$ cat src/ptc_pkg.sv
package ptc_pkg;

    // ------------------------------------------------------------------
    // register map (byte addresses, one word each)
    // ------------------------------------------------------------------
    localparam logic [7:0] ADDR_CMP_A_LOW   = 8'h00;
    localparam logic [7:0] ADDR_CMP_A_HIGH  = 8'h04;
    localparam logic [7:0] ADDR_CMP_P_LOW   = 8'h08;
    localparam logic [7:0] ADDR_CMP_P_HIGH  = 8'h0c;
    localparam logic [7:0] ADDR_CONTROL     = 8'h10;
    localparam logic [7:0] ADDR_FLAGS       = 8'h14;
    localparam logic [7:0] ADDR_COUNT       = 8'h18;

    // ------------------------------------------------------------------
    // control register fields
    // ------------------------------------------------------------------
    localparam int CTL_ON_BIT        = 8;
    localparam int CTL_MODE_HI_BIT   = 7;
    localparam int CTL_MODE_LO_BIT   = 6;
    localparam int CTL_ACT_HI_BIT    = 5;
    localparam int CTL_ACT_LO_BIT    = 4;
    localparam int CTL_INIT_BIT      = 3;
    localparam int CTL_INVERT_BIT    = 2;
    localparam int CTL_CLR_SRC_BIT   = 0;
    localparam int CTL_WIDTH         = 9;
    localparam logic [8:0] CTL_RESET = 9'h000;

    // flag register fields (write one to clear)
    localparam int FLAG_A_BIT = 0;
    localparam int FLAG_P_BIT = 1;

    // widths and reset values
    localparam int CMP_WIDTH          = 10;
    localparam int HIGH_BITS          = 2;
    localparam logic [7:0] BYTE_RESET = 8'h00;

    // ------------------------------------------------------------------
    // operating modes and pin actions
    // ------------------------------------------------------------------
    typedef enum logic [1:0] {
        MODE_COMPARE = 2'h0,
        MODE_CAPTURE = 2'h1,
        MODE_PWM     = 2'h2,
        MODE_TIMER   = 2'h3
    } ptc_mode_type;

    localparam logic [1:0] ACT_NONE   = 2'h0;
    localparam logic [1:0] ACT_LOW    = 2'h1;
    localparam logic [1:0] ACT_HIGH   = 2'h2;
    localparam logic [1:0] ACT_TOGGLE = 2'h3;

    localparam logic [1:0] PWM_FORCE_INACTIVE = 2'h0;
    localparam logic [1:0] PWM_FORCE_ACTIVE   = 2'h1;
    localparam logic [1:0] PWM_WAVE           = 2'h2;

    // apb answer state
    typedef enum logic [1:0] {
        BUS_IDLE   = 2'h0,
        BUS_ACCESS = 2'h1
    } ptc_bus_state_type;

endpackage

$ cat src/ptc_ctl_if.sv
`timescale 1ns/1ps
// control bundle from register file to the compare core
interface ptc_ctl_if;
    logic [9:0] compare_a_value;
    logic [9:0] compare_p_value;
    logic [1:0] mode;
    logic [1:0] pin_action;
    logic       clear_source_select;
    logic       output_initial_level;
    logic       output_invert;
    logic       counter_on;
    logic       count_enable;
    logic [9:0] count;
    logic       match_a;
    logic       match_p;
    logic       pin_level;
    logic       pin_drive;

    modport regs
    (
        output compare_a_value, compare_p_value, mode, pin_action,
        output clear_source_select, output_initial_level, output_invert,
        output counter_on, count_enable,
        input  count, match_a, match_p, pin_level, pin_drive
    );
    modport core
    (
        input  compare_a_value, compare_p_value, mode, pin_action,
        input  clear_source_select, output_initial_level, output_invert,
        input  counter_on, count_enable,
        output count, match_a, match_p, pin_level, pin_drive
    );
endinterface

$ cat src/ptc_timer.sv
// The APB register port and the placing of the registers were left to the implementer.
`timescale 1ns/1ps
module ptc_timer
(
    // clock and reset
    input  wire logic        clock_in,
    input  wire logic        reset_in,
    // apb slave
    input  wire logic        psel_in,
    input  wire logic        penable_in,
    input  wire logic        pwrite_in,
    input  wire logic [7:0]  paddr_in,
    input  wire logic [31:0] pwdata_in,
    input  wire logic [3:0]  pstrb_in,
    output logic      [31:0] prdata_out,
    output logic             pready_out,
    output logic             pslverr_out,
    // counter tick from clock selection logic
    input  wire logic        count_tick_in,
    // output pin, enable active low
    output logic             pin_out,
    output logic             pin_oe_n_out,
    // match flags
    output logic             match_a_flag_out,
    output logic             match_p_flag_out
);

    ptc_ctl_if ctl ();

    logic [7:0]  compare_a_low_byte;
    logic [1:0]  compare_a_high_bits;
    logic [7:0]  compare_p_low_byte;
    logic [1:0]  compare_p_high_bits;
    logic [8:0]  timer_control_one;
    logic        match_a_flag;
    logic        match_p_flag;
    logic        wr_take;
    logic        rd_take;
    logic        addr_ok;
    logic [31:0] next_rdata;
    ptc_pkg::ptc_bus_state_type bus_state;

    // ------------------------------------------------------------------
    // address check
    // ------------------------------------------------------------------
    function automatic logic addr_mapped(input logic [7:0] a);
        addr_mapped = (a == ptc_pkg::ADDR_CMP_A_LOW) || (a == ptc_pkg::ADDR_CMP_A_HIGH)
                   || (a == ptc_pkg::ADDR_CMP_P_LOW) || (a == ptc_pkg::ADDR_CMP_P_HIGH)
                   || (a == ptc_pkg::ADDR_CONTROL)   || (a == ptc_pkg::ADDR_FLAGS)
                   || (a == ptc_pkg::ADDR_COUNT);
    endfunction

    // ------------------------------------------------------------------
    // apb handshake: one wait state, answer in second access cycle
    // ------------------------------------------------------------------
    assign addr_ok = addr_mapped(paddr_in);
    assign wr_take = psel_in & penable_in & pready_out & pwrite_in & addr_ok;
    assign rd_take = psel_in & penable_in & ~pready_out & ~pwrite_in;

    always_ff @(posedge clock_in or posedge reset_in)
    begin
        if (reset_in)
            bus_state <= ptc_pkg::BUS_IDLE;
        else if (psel_in && penable_in && bus_state == ptc_pkg::BUS_IDLE)
            bus_state <= ptc_pkg::BUS_ACCESS;
        else
            bus_state <= ptc_pkg::BUS_IDLE;
    end

    assign pready_out  = (bus_state == ptc_pkg::BUS_ACCESS);
    assign pslverr_out = pready_out & ~addr_ok;

    // read mux
    always_comb
    begin
        next_rdata = 32'h0000_0000;
        case (paddr_in)
            ptc_pkg::ADDR_CMP_A_LOW:  next_rdata[7:0] = compare_a_low_byte;
            ptc_pkg::ADDR_CMP_A_HIGH: next_rdata[1:0] = compare_a_high_bits;
            ptc_pkg::ADDR_CMP_P_LOW:  next_rdata[7:0] = compare_p_low_byte;
            ptc_pkg::ADDR_CMP_P_HIGH: next_rdata[1:0] = compare_p_high_bits;
            ptc_pkg::ADDR_CONTROL:    next_rdata[8:0] = timer_control_one;
            ptc_pkg::ADDR_FLAGS:
            begin
                next_rdata[ptc_pkg::FLAG_A_BIT] = match_a_flag;
                next_rdata[ptc_pkg::FLAG_P_BIT] = match_p_flag;
            end
            ptc_pkg::ADDR_COUNT:      next_rdata[9:0] = ctl.count;
            default:                  next_rdata = 32'h0000_0000;
        endcase
    end

    // read data register
    always_ff @(posedge clock_in or posedge reset_in)
    begin
        if (reset_in)
            prdata_out <= 32'h0000_0000;
        else if (rd_take)
            prdata_out <= next_rdata;
    end

    // ------------------------------------------------------------------
    // compare value registers
    // ------------------------------------------------------------------
    always_ff @(posedge clock_in or posedge reset_in)
    begin
        if (reset_in)
        begin
            compare_a_low_byte  <= ptc_pkg::BYTE_RESET;
            compare_a_high_bits <= ptc_pkg::BYTE_RESET[1:0];
            compare_p_low_byte  <= ptc_pkg::BYTE_RESET;
            compare_p_high_bits <= ptc_pkg::BYTE_RESET[1:0];
        end
        else if (wr_take && pstrb_in[0])
        begin
            case (paddr_in)
                ptc_pkg::ADDR_CMP_A_LOW:  compare_a_low_byte  <= pwdata_in[7:0];
                ptc_pkg::ADDR_CMP_A_HIGH: compare_a_high_bits <= pwdata_in[1:0];
                ptc_pkg::ADDR_CMP_P_LOW:  compare_p_low_byte  <= pwdata_in[7:0];
                ptc_pkg::ADDR_CMP_P_HIGH: compare_p_high_bits <= pwdata_in[1:0];
                default:                  compare_a_low_byte  <= compare_a_low_byte;
            endcase
        end
    end

    // control register, spans two byte lanes
    always_ff @(posedge clock_in or posedge reset_in)
    begin
        if (reset_in)
            timer_control_one <= ptc_pkg::CTL_RESET;
        else if (wr_take && paddr_in == ptc_pkg::ADDR_CONTROL)
        begin
            if (pstrb_in[0])
                timer_control_one[7:0] <= pwdata_in[7:0];
            if (pstrb_in[1])
                timer_control_one[8] <= pwdata_in[ptc_pkg::CTL_ON_BIT];
        end
    end

    // ------------------------------------------------------------------
    // sticky flags, write one to clear, set beats clear
    // ------------------------------------------------------------------
    always_ff @(posedge clock_in or posedge reset_in)
    begin
        if (reset_in)
        begin
            match_a_flag <= 1'b0;
            match_p_flag <= 1'b0;
        end
        else
        begin
            if (ctl.match_a)
                match_a_flag <= 1'b1;
            else if (wr_take && pstrb_in[0] && paddr_in == ptc_pkg::ADDR_FLAGS
                     && pwdata_in[ptc_pkg::FLAG_A_BIT])
                match_a_flag <= 1'b0;
            if (ctl.match_p)
                match_p_flag <= 1'b1;
            else if (wr_take && pstrb_in[0] && paddr_in == ptc_pkg::ADDR_FLAGS
                     && pwdata_in[ptc_pkg::FLAG_P_BIT])
                match_p_flag <= 1'b0;
        end
    end

    // ------------------------------------------------------------------
    // control bundle to the core
    // ------------------------------------------------------------------
    assign ctl.compare_a_value      = {compare_a_high_bits, compare_a_low_byte};
    assign ctl.compare_p_value      = {compare_p_high_bits, compare_p_low_byte};
    assign ctl.mode                 = {timer_control_one[ptc_pkg::CTL_MODE_HI_BIT],
                                       timer_control_one[ptc_pkg::CTL_MODE_LO_BIT]};
    assign ctl.pin_action           = {timer_control_one[ptc_pkg::CTL_ACT_HI_BIT],
                                       timer_control_one[ptc_pkg::CTL_ACT_LO_BIT]};
    assign ctl.clear_source_select  = timer_control_one[ptc_pkg::CTL_CLR_SRC_BIT];
    assign ctl.output_initial_level = timer_control_one[ptc_pkg::CTL_INIT_BIT];
    assign ctl.output_invert        = timer_control_one[ptc_pkg::CTL_INVERT_BIT];
    assign ctl.counter_on           = timer_control_one[ptc_pkg::CTL_ON_BIT];
    assign ctl.count_enable         = count_tick_in;

    ptc_core u_core
    (
        .clock_in (clock_in),
        .reset_in (reset_in),
        .ctl      (ctl)
    );

    // pin outputs
    assign pin_out          = ctl.pin_level;
    assign pin_oe_n_out     = ~ctl.pin_drive;
    assign match_a_flag_out = match_a_flag;
    assign match_p_flag_out = match_p_flag;

endmodule

$ cat src/ptc_core.sv
`timescale 1ns/1ps
// counter, comparators and output pin logic
module ptc_core
(
    // clock and reset
    input  wire logic clock_in,
    input  wire logic reset_in,
    // control bundle
    ptc_ctl_if.core   ctl
);

    logic       on_prev;
    logic       on_rise;
    logic       pin_state;
    logic [9:0] pwm_period;
    logic       is_pwm;
    logic       hit_a;
    logic       hit_p;
    logic       clr_on_a;
    logic       clr_on_p;
    logic       wave_active;

    // -----------------------------------------------------------------
    // comparators
    // -----------------------------------------------------------------
    assign on_rise  = ctl.counter_on & ~on_prev;
    assign is_pwm   = (ctl.mode == ptc_pkg::MODE_PWM);
    assign hit_a    = ctl.counter_on & ctl.count_enable & (ctl.count == ctl.compare_a_value);
    // p comparator: zero value matches at overflow (wrap to zero)
    assign hit_p    = ctl.counter_on & ctl.count_enable
                      & (ctl.count == ctl.compare_p_value - 10'h001);
    assign clr_on_a = ~is_pwm & ctl.clear_source_select;
    assign clr_on_p = is_pwm | ~ctl.clear_source_select;
    // match pulses toward flag logic
    assign ctl.match_a = hit_a;
    assign ctl.match_p = hit_p & clr_on_p;

    // rising edge memory of counter_on
    always_ff @(posedge clock_in or posedge reset_in)
    begin
        if (reset_in)
            on_prev <= 1'b0;
        else
            on_prev <= ctl.counter_on;
    end

    // -----------------------------------------------------------------
    // counter
    // -----------------------------------------------------------------
    always_ff @(posedge clock_in or posedge reset_in)
    begin
        if (reset_in)
            ctl.count <= 10'h000;
        else if (on_rise)
            ctl.count <= 10'h000;
        else if (ctl.counter_on && ctl.count_enable)
        begin
            if ((clr_on_a && hit_a) || (clr_on_p && hit_p))
                ctl.count <= 10'h000;
            else
                ctl.count <= ctl.count + 10'h001;
        end
    end

    // -----------------------------------------------------------------
    // compare match pin state
    // -----------------------------------------------------------------
    always_ff @(posedge clock_in or posedge reset_in)
    begin
        if (reset_in)
            pin_state <= 1'b0;
        else if (on_rise)
            pin_state <= ctl.output_initial_level;
        else if (ctl.mode == ptc_pkg::MODE_COMPARE && hit_a)
        begin
            case (ctl.pin_action)
                ptc_pkg::ACT_LOW:    pin_state <= 1'b0;
                ptc_pkg::ACT_HIGH:   pin_state <= 1'b1;
                ptc_pkg::ACT_TOGGLE: pin_state <= ~pin_state;
                default:             pin_state <= pin_state;
            endcase
        end
    end

    // -----------------------------------------------------------------
    // pwm: p sets period (zero gives 1024), a sets duty
    // -----------------------------------------------------------------
    assign pwm_period  = ctl.compare_p_value;
    assign wave_active = (pwm_period == 10'h000) ? 1'b1 : 1'b0;

    // pin level and drive, registered
    always_ff @(posedge clock_in or posedge reset_in)
    begin
        if (reset_in)
        begin
            ctl.pin_level <= 1'b0;
            ctl.pin_drive <= 1'b0;
        end
        else
        begin
            ctl.pin_drive <= (ctl.mode != ptc_pkg::MODE_TIMER)
                             && (ctl.mode != ptc_pkg::MODE_CAPTURE);
            case (ctl.mode)
                ptc_pkg::MODE_PWM:
                begin
                    case (ctl.pin_action)
                        ptc_pkg::PWM_FORCE_INACTIVE:
                            ctl.pin_level <= ~ctl.output_initial_level ^ ctl.output_invert;
                        ptc_pkg::PWM_FORCE_ACTIVE:
                            ctl.pin_level <= ctl.output_initial_level ^ ctl.output_invert;
                        default:
                            // duty a vs period p; a >= p gives 100% for nonzero p
                            ctl.pin_level <= ((({1'b0, ctl.count} < {1'b0, ctl.compare_a_value})
                                              || (!wave_active
                                                  && ctl.compare_a_value >= pwm_period))
                                              ? ctl.output_initial_level
                                              : ~ctl.output_initial_level)
                                             ^ ctl.output_invert;
                    endcase
                end
                default:
                    ctl.pin_level <= pin_state ^ ctl.output_invert;
            endcase
        end
    end

endmodule

$ cat config.mk
export PLATFORM = sky130hd
export DESIGN_NAME = ptc_timer
export DESIGN_NICKNAME = d
export VERILOG_FILES = /design/src/ptc_pkg.sv /design/src/ptc_ctl_if.sv /design/src/ptc_timer.sv /design/src/ptc_core.sv
export SDC_FILE = /design/constraint.sdc
export NUM_CORES = 1
export LEC_CHECK = 0
export BUFFER_PORTS_ARGS = -buffer_cell sky130_fd_sc_hd__clkbuf_2
export CORE_UTILIZATION = 55
export CTS_CLUSTER_DIAMETER = 100
export DETAILED_ROUTE_END_ITERATION = 8
export PLACE_DENSITY = 0.86
export SETUP_SLACK_MARGIN = 0.4
export SYNTH_ARGS = -nofsm -noshare
export SYNTH_HDL_FRONTEND = slang
export SYNTH_SLANG_ARGS = --single-unit
$ cat constraint.sdc
create_clock -name clock_in -period 3.52 [get_ports clock_in]
set_input_delay 0.528 -clock clock_in [delete_from_list [all_inputs] [get_ports clock_in]]
set_output_delay 0.528 -clock clock_in [all_outputs]
set_load 0.05 [all_outputs]
# After elaboration in Yosys (flattened, before gate mapping)
# Index checks and enable logic that the tools add are counted.
# W data, S select, Z words.
# totals
elab_cells,119
in_bits,50
register_bits,57
out_inout_bits,38
# classes
n_mux,19
reduce_logical,39
order_cmp,2
eq_ne,15
bitwise,27
add_sub_neg,2
# ops
cell,count
$mux W10,3
$eq A8 B5 Y1 const B,3
$pmux W6 S4,1
$eq A10 B10 Y1,2
$eq A8 B4 Y1 const B,2
$pmux W2 S7,1
$reduce_and A2 Y1,7
$and A1 B1 Y1,13
$logic_and A1 B1 Y1,13
$mux W1,11
$add A10 B1 Y10 const B,1
$ge A10 B10 Y1,1
$logic_not A10 Y1,1
$lt A10 B10 Y1,1
$sub A10 B1 Y10 const B,1
$not A1 Y1,9
$eq A8 B3 Y1 const B,1
$logic_not A8 Y1,1
$logic_or A1 B1 Y1,8
$reduce_bool A2 Y1,4
$eq A2 B2 Y1 const B,3
$logic_not A2 Y1,3
$eq A2 B1 Y1 const B,2
$pmux W1 S2,2
other kinds (7),10

# Logic depth before layout (Yosys ltp)
# depth
ltp_word,13
mapped_depth,10

# By module
# A second synthesis with hierarchy kept.
# hier_totals
hier_cells,392
area_unflattened_um2,3946.3
# by_module_without_submodules
mod,seq_area_each_um2,instances,area_each_um2,cells_each
ptc_timer,1051.0,1,2250.9,180
ptc_core,350.3,1,1695.4,212

# Worst setup path after synthesis
# OpenSTA, ideal clock, no wires.
# synth_path
path_type,input to output
start,input port paddr_in[4]
end,output port pslverr_out
required_time_ns,2.992
path_buffers,2
path_stages,4
t_arrival_ns,2.488
slack_ns,0.504
path_cell_list,buf_1 > clkbuf_1 > nand3_1 > a21boi_0
# synth_between
elab_chain_len,9
elab_cells_between_ends,15
classes_between,eq/ne (6); bitwise (2); reduce/logical (7)
# synth_rtl
element,line_no,text
"start, declared",ptc_timer.sv:12,"input wire logic [7:0] paddr_in,"
$eq A8 B3 Y1 / $logic_not A8 Y1 (equally long branches),ptc_timer.sv:47,addr_mapped = (a == ptc_pkg::ADDR_CMP_A_LOW) || (a == ptc_pkg::ADDR_CMP_A_HIGH)
$logic_or A1 B1 Y1,ptc_timer.sv:47,
$logic_or A1 B1 Y1 (2 in series),ptc_timer.sv:48,|| (a == ptc_pkg::ADDR_CMP_P_LOW) || (a == ptc_pkg::ADDR_CMP_P_HIGH)
$logic_or A1 B1 Y1 (2 in series),ptc_timer.sv:49,|| (a == ptc_pkg::ADDR_CONTROL) || (a == ptc_pkg::ADDR_FLAGS)
$logic_or A1 B1 Y1 *,ptc_timer.sv:50,|| (a == ptc_pkg::ADDR_COUNT);
$not A1 Y1 *,ptc_timer.sv:71,assign pslverr_out = pready_out & ~addr_ok;
$and A1 B1 Y1 *,ptc_timer.sv:71,
"end, declared",ptc_timer.sv:17,"output logic pslverr_out,"
# Every way passes the cells marked *; elsewhere a longest branch is shown, timed or not.

# Worst setup path in the final report
# layout_path
start,register compare_p_low_byte[0]
end,register u_core.ctl.count[2]
# layout_between
elab_chain_len,8
# layout_rtl
element,line_no,text
"start, declared",ptc_timer.sv:32,logic [7:0] compare_p_low_byte;
"start signal, assigned",ptc_timer.sv:111,compare_p_low_byte <= ptc_pkg::BYTE_RESET;
"start signal, assigned",ptc_timer.sv:119,ptc_pkg::ADDR_CMP_P_LOW: compare_p_low_byte <= pwdata_in[7:0];
$sub A10 B1 Y10,ptc_core.sv:31,& (ctl.count == ctl.compare_p_value - 10'h001);
$eq A10 B10 Y1,ptc_core.sv:31,
$and A1 B1 Y1,ptc_core.sv:31,
$logic_and A1 B1 Y1,ptc_core.sv:58,if ((clr_on_a && hit_a) || (clr_on_p && hit_p))
$logic_or A1 B1 Y1,ptc_core.sv:58,
$mux W10,ptc_core.sv:58,
$mux W10,ptc_core.sv:56,else if (ctl.counter_on && ctl.count_enable)
$mux W10,ptc_core.sv:54,else if (on_rise)
"end signal, assigned",ptc_core.sv:61,ctl.count <= ctl.count + 10'h001;
"end, declared",ptc_ctl_if.sv:31,"output count, match_a, match_p, pin_level, pin_drive"
# No other way between the ends. The select of a mux whose other input is x is not followed.
# A chain may end at the register's enable or synchronous reset.

==> impl_results.md <==
* Seq/Total Area, Yosys at 35.5%
* Relative slew margins at 44.0%
* PortBufs at 40
* Clock sinks at 56
* Total grt overflow at 0
* CTS tree: built
* Clock latency on the worst-skew pair at 0.32 ns
* Detail Route Antenna Nets at 0
* CTS clk-pin slew, worst paths at 0.11 ns
* R2R setup slack at 0.71 ns
* Unrepaired setup endpoints after global routing: false
* Yosys top cell area share at 35.5%
* Maximum fanout along the worst path at 10
* Yosys top cell by area: dfrtp_1
* Slew @ Worst Pin at 0.839 ns
* Vias in the first global route at 3034
* Drt first-iter violations at 275
* Most common cell in the netlist: dfrtp_1
* Buf/Inv on CP at 1
* Pre-antenna DRT Iters at 6
* Synthesized area per cell at 9.92 µm²
* Critical-path cell list: inv_1, ha_1, or3b_2, a2bb2oi_1, o32ai_1, a21o_1, a2111oi_0, a221o_1
* Clk buf depth at 2
* Routability cong. at 0.885
* First-pass GRT wire length at 15100 µm
* Chip width at 86.7 µm
* Crit path kind: reg2reg
* Final setup margin at 0.708 ns
* Final period utilization at 79.9%
* Async SR Flop Fraction at 100%
* Place WS at 0.545 ns
* Syn Inst Count at 398
* DRC Markers at 0
* Pin count of the biggest net entering global routing at 33
* Peak supply drop at 0.000168 V
* Detailed-route via count at 3230
* Leakage at 2.04 nW
* Post-synth top cells: 56 x dfrtp_1, 38 x nand2_1, 31 x inv_1
* I/O pin count at 88
* Area Overhead vs Synth at 7.96%
* WL final at 9220 µm
* Die Area at 0.00752 mm²
* Core Area at 0.00687 mm²
* Ys Warns at 0
* Outcome: finished, final reports clean
* # setup viols final at 0
* Gr usage total at 26.4%
* Filler instances at 562
* TNS Setup at 0 ns
* Period minus WS final at 2.81 ns
* DR vias/cell at 6.05
* WL per Instance at 17.3 µm
* Final hold violation count at 0
* Crit. End Element: flop
* Largest stage delay on the critical path at 0.55 ns
* Slowest cell on crit path: dfrtp_1
* Die Ht at 86.7 µm
* Top post-synthesis cells by area: dfrtp_1 36%, mux2_2 8.6%, ha_1 8.2%, buf_4 4.2%, mux4_2 4.0%
* Worst Hold Class: in2async
* Post-layout nets at 513
* N_diodes at 0
* Critical Path AT at 3.07 ns
* Synth unique cells at 66
* Worst setup SP type: flop
* Initial Util at 57.4%
* Mapped cell area at 0.00395 mm²
* Layout cells sized above 1 at 26.0%
* CP Data Required Time at 3.78 ns
* Number of synthesized flops with an enable pin at 0
* Max Clock Freq at 356 MHz
* Post-DP HPWL at 6930 µm
* Cts repair resizes at 0
* Max Cap Violations at 0
* Final Skew at 0.00617 ns
* Fin. max-slew vios at 0
* Flops & latches, synth at 56
* Initial antenna violation count at 0
* Crit-path leading delay family: compound AO/OA/AOI/OAI gates
* Power density cells at 269 mW/mm²
* Register area at 0.00140 mm²
* H-tree depth at 2
* Dominant synthesized flop cell: dfrtp_1
* Root buffer cell: clkbuf_8
* Multi-input logic area at 0.00226 mm²
* CTS buffer count at 5
* Row Count at 30
[state kept, by name, indices dropped and copies added, names as in the netlist]
signal,cells
compare_p_low_byte,8
compare_p_high_bits,2
u_core.pin_state,1
u_core.on_prev,1
u_core.ctl.pin_drive,1
prdata_out,10
compare_a_high_bits,2
timer_control_one,9
compare_a_low_byte,8
match_a_flag_out,1
match_p_flag_out,1
bus_state,1
u_core.ctl.pin_level,1
u_core.ctl.count,10
[metal layers]
metal / routed length (µm) / track usage, %
met5: 0 / 0
met4: 231 / 12.0
met3: 521 / 4.00
met2: 4540 / 44.7
met1: 3930 / 33.5
[timing repair]
action / CTS / global route
setup buffers: 0 / 3
setup endpoints to repair: 0 / 8
hold buffers: 0 / 0
[worst register-to-register path: stages (launching register included)]
cell,delay [ns]
dfrtp_1,0.55
inv_1,0.10
ha_1,0.35
or3b_2,0.51
a2bb2oi_1,0.17
o32ai_1,0.10
a21o_1,0.30
a2111oi_0,0.51
a221o_1,0.18
[cells in the final DEF (no fill, tap or decap), types with 8 or more instances in the layout]
cell type  instances
dfrtp_1           56
clkbuf_2          40
nand2_1           38
mux2_2            30
inv_1             30
ha_1              26
conb_1            22
o21ai_0           19
nor2_1            15
nand3_1           11
a21oi_1           10
buf_4              9
nand4_1            8
[final timing paths]
path                                               to                   from  depth (start not counted)
worst max-delay path              u_core.ctl.count[2]  compare_p_low_byte[0]                          8
worst min-delay path                    prdata_out[5]               reset_in                          2
worst max register to register    u_core.ctl.count[2]  compare_p_low_byte[0]                          8
worst min register to register          prdata_out[1]          prdata_out[1]                          2
max in group asynchronous       compare_p_low_byte[0]               reset_in                          3
min in group clock_in                    bus_state[0]             penable_in                          3
[report_power, final]
group | internal, mW | switching [mW] | leakage [nW]
combinational | 0.0262 | 0.102 | 1.23
clock | 0.142 | 0.225 | 0.0445
sequential | 0.646 | 0.00357 | 0.761
[through the flow]
stage / cell area [µm²] / util, % / power (mW) / instances / hold slack [ns]
6_report: 4260 / 62.0 / 1.14 / 534 / 0.289
5_1_grt: 4260 / 62.0 / 1.18 / 534 / 0.345
4_1_cts: 4240 / 61.7 / 1.15 / 531 / 0.308
3_5_place_dp: 4150 / 60.4 / 0.791 / 523 / 0.470
3_3_place_gp: 4150 / 60.4 / 0.788 / 523 / 0.462
2_1_floorplan: 4030 / - / 0.778 / 419 / 0.439
[logic make-up after synthesis]
group | after synthesis | share of synthesized area (%)
and+or+nand+nor | 113 | 15.2
AOI/OAI and AO/OA | 79 | 14.8
buffers and inverters | 69 | 9.10
DFF | 56 | 35.5
muxes | 43 | 14.6
adders and majority gates | 26 | 8.24
xor gates and xnor gates | 11 | 2.44
other | 1 | 0.0950
[layout make-up]
cell class,count,share of cell area [%]
Multi-Input combinational cell,294,53.2
Sequential cell,56,32.9
Timing Repair Buffer,49,6.28
Tap cell,96,2.82
Inverter,31,2.73
Clock buffer,5,1.62
Clock inverter,3,0.499
Note: power is estimated with default switching activity, not from simulation.
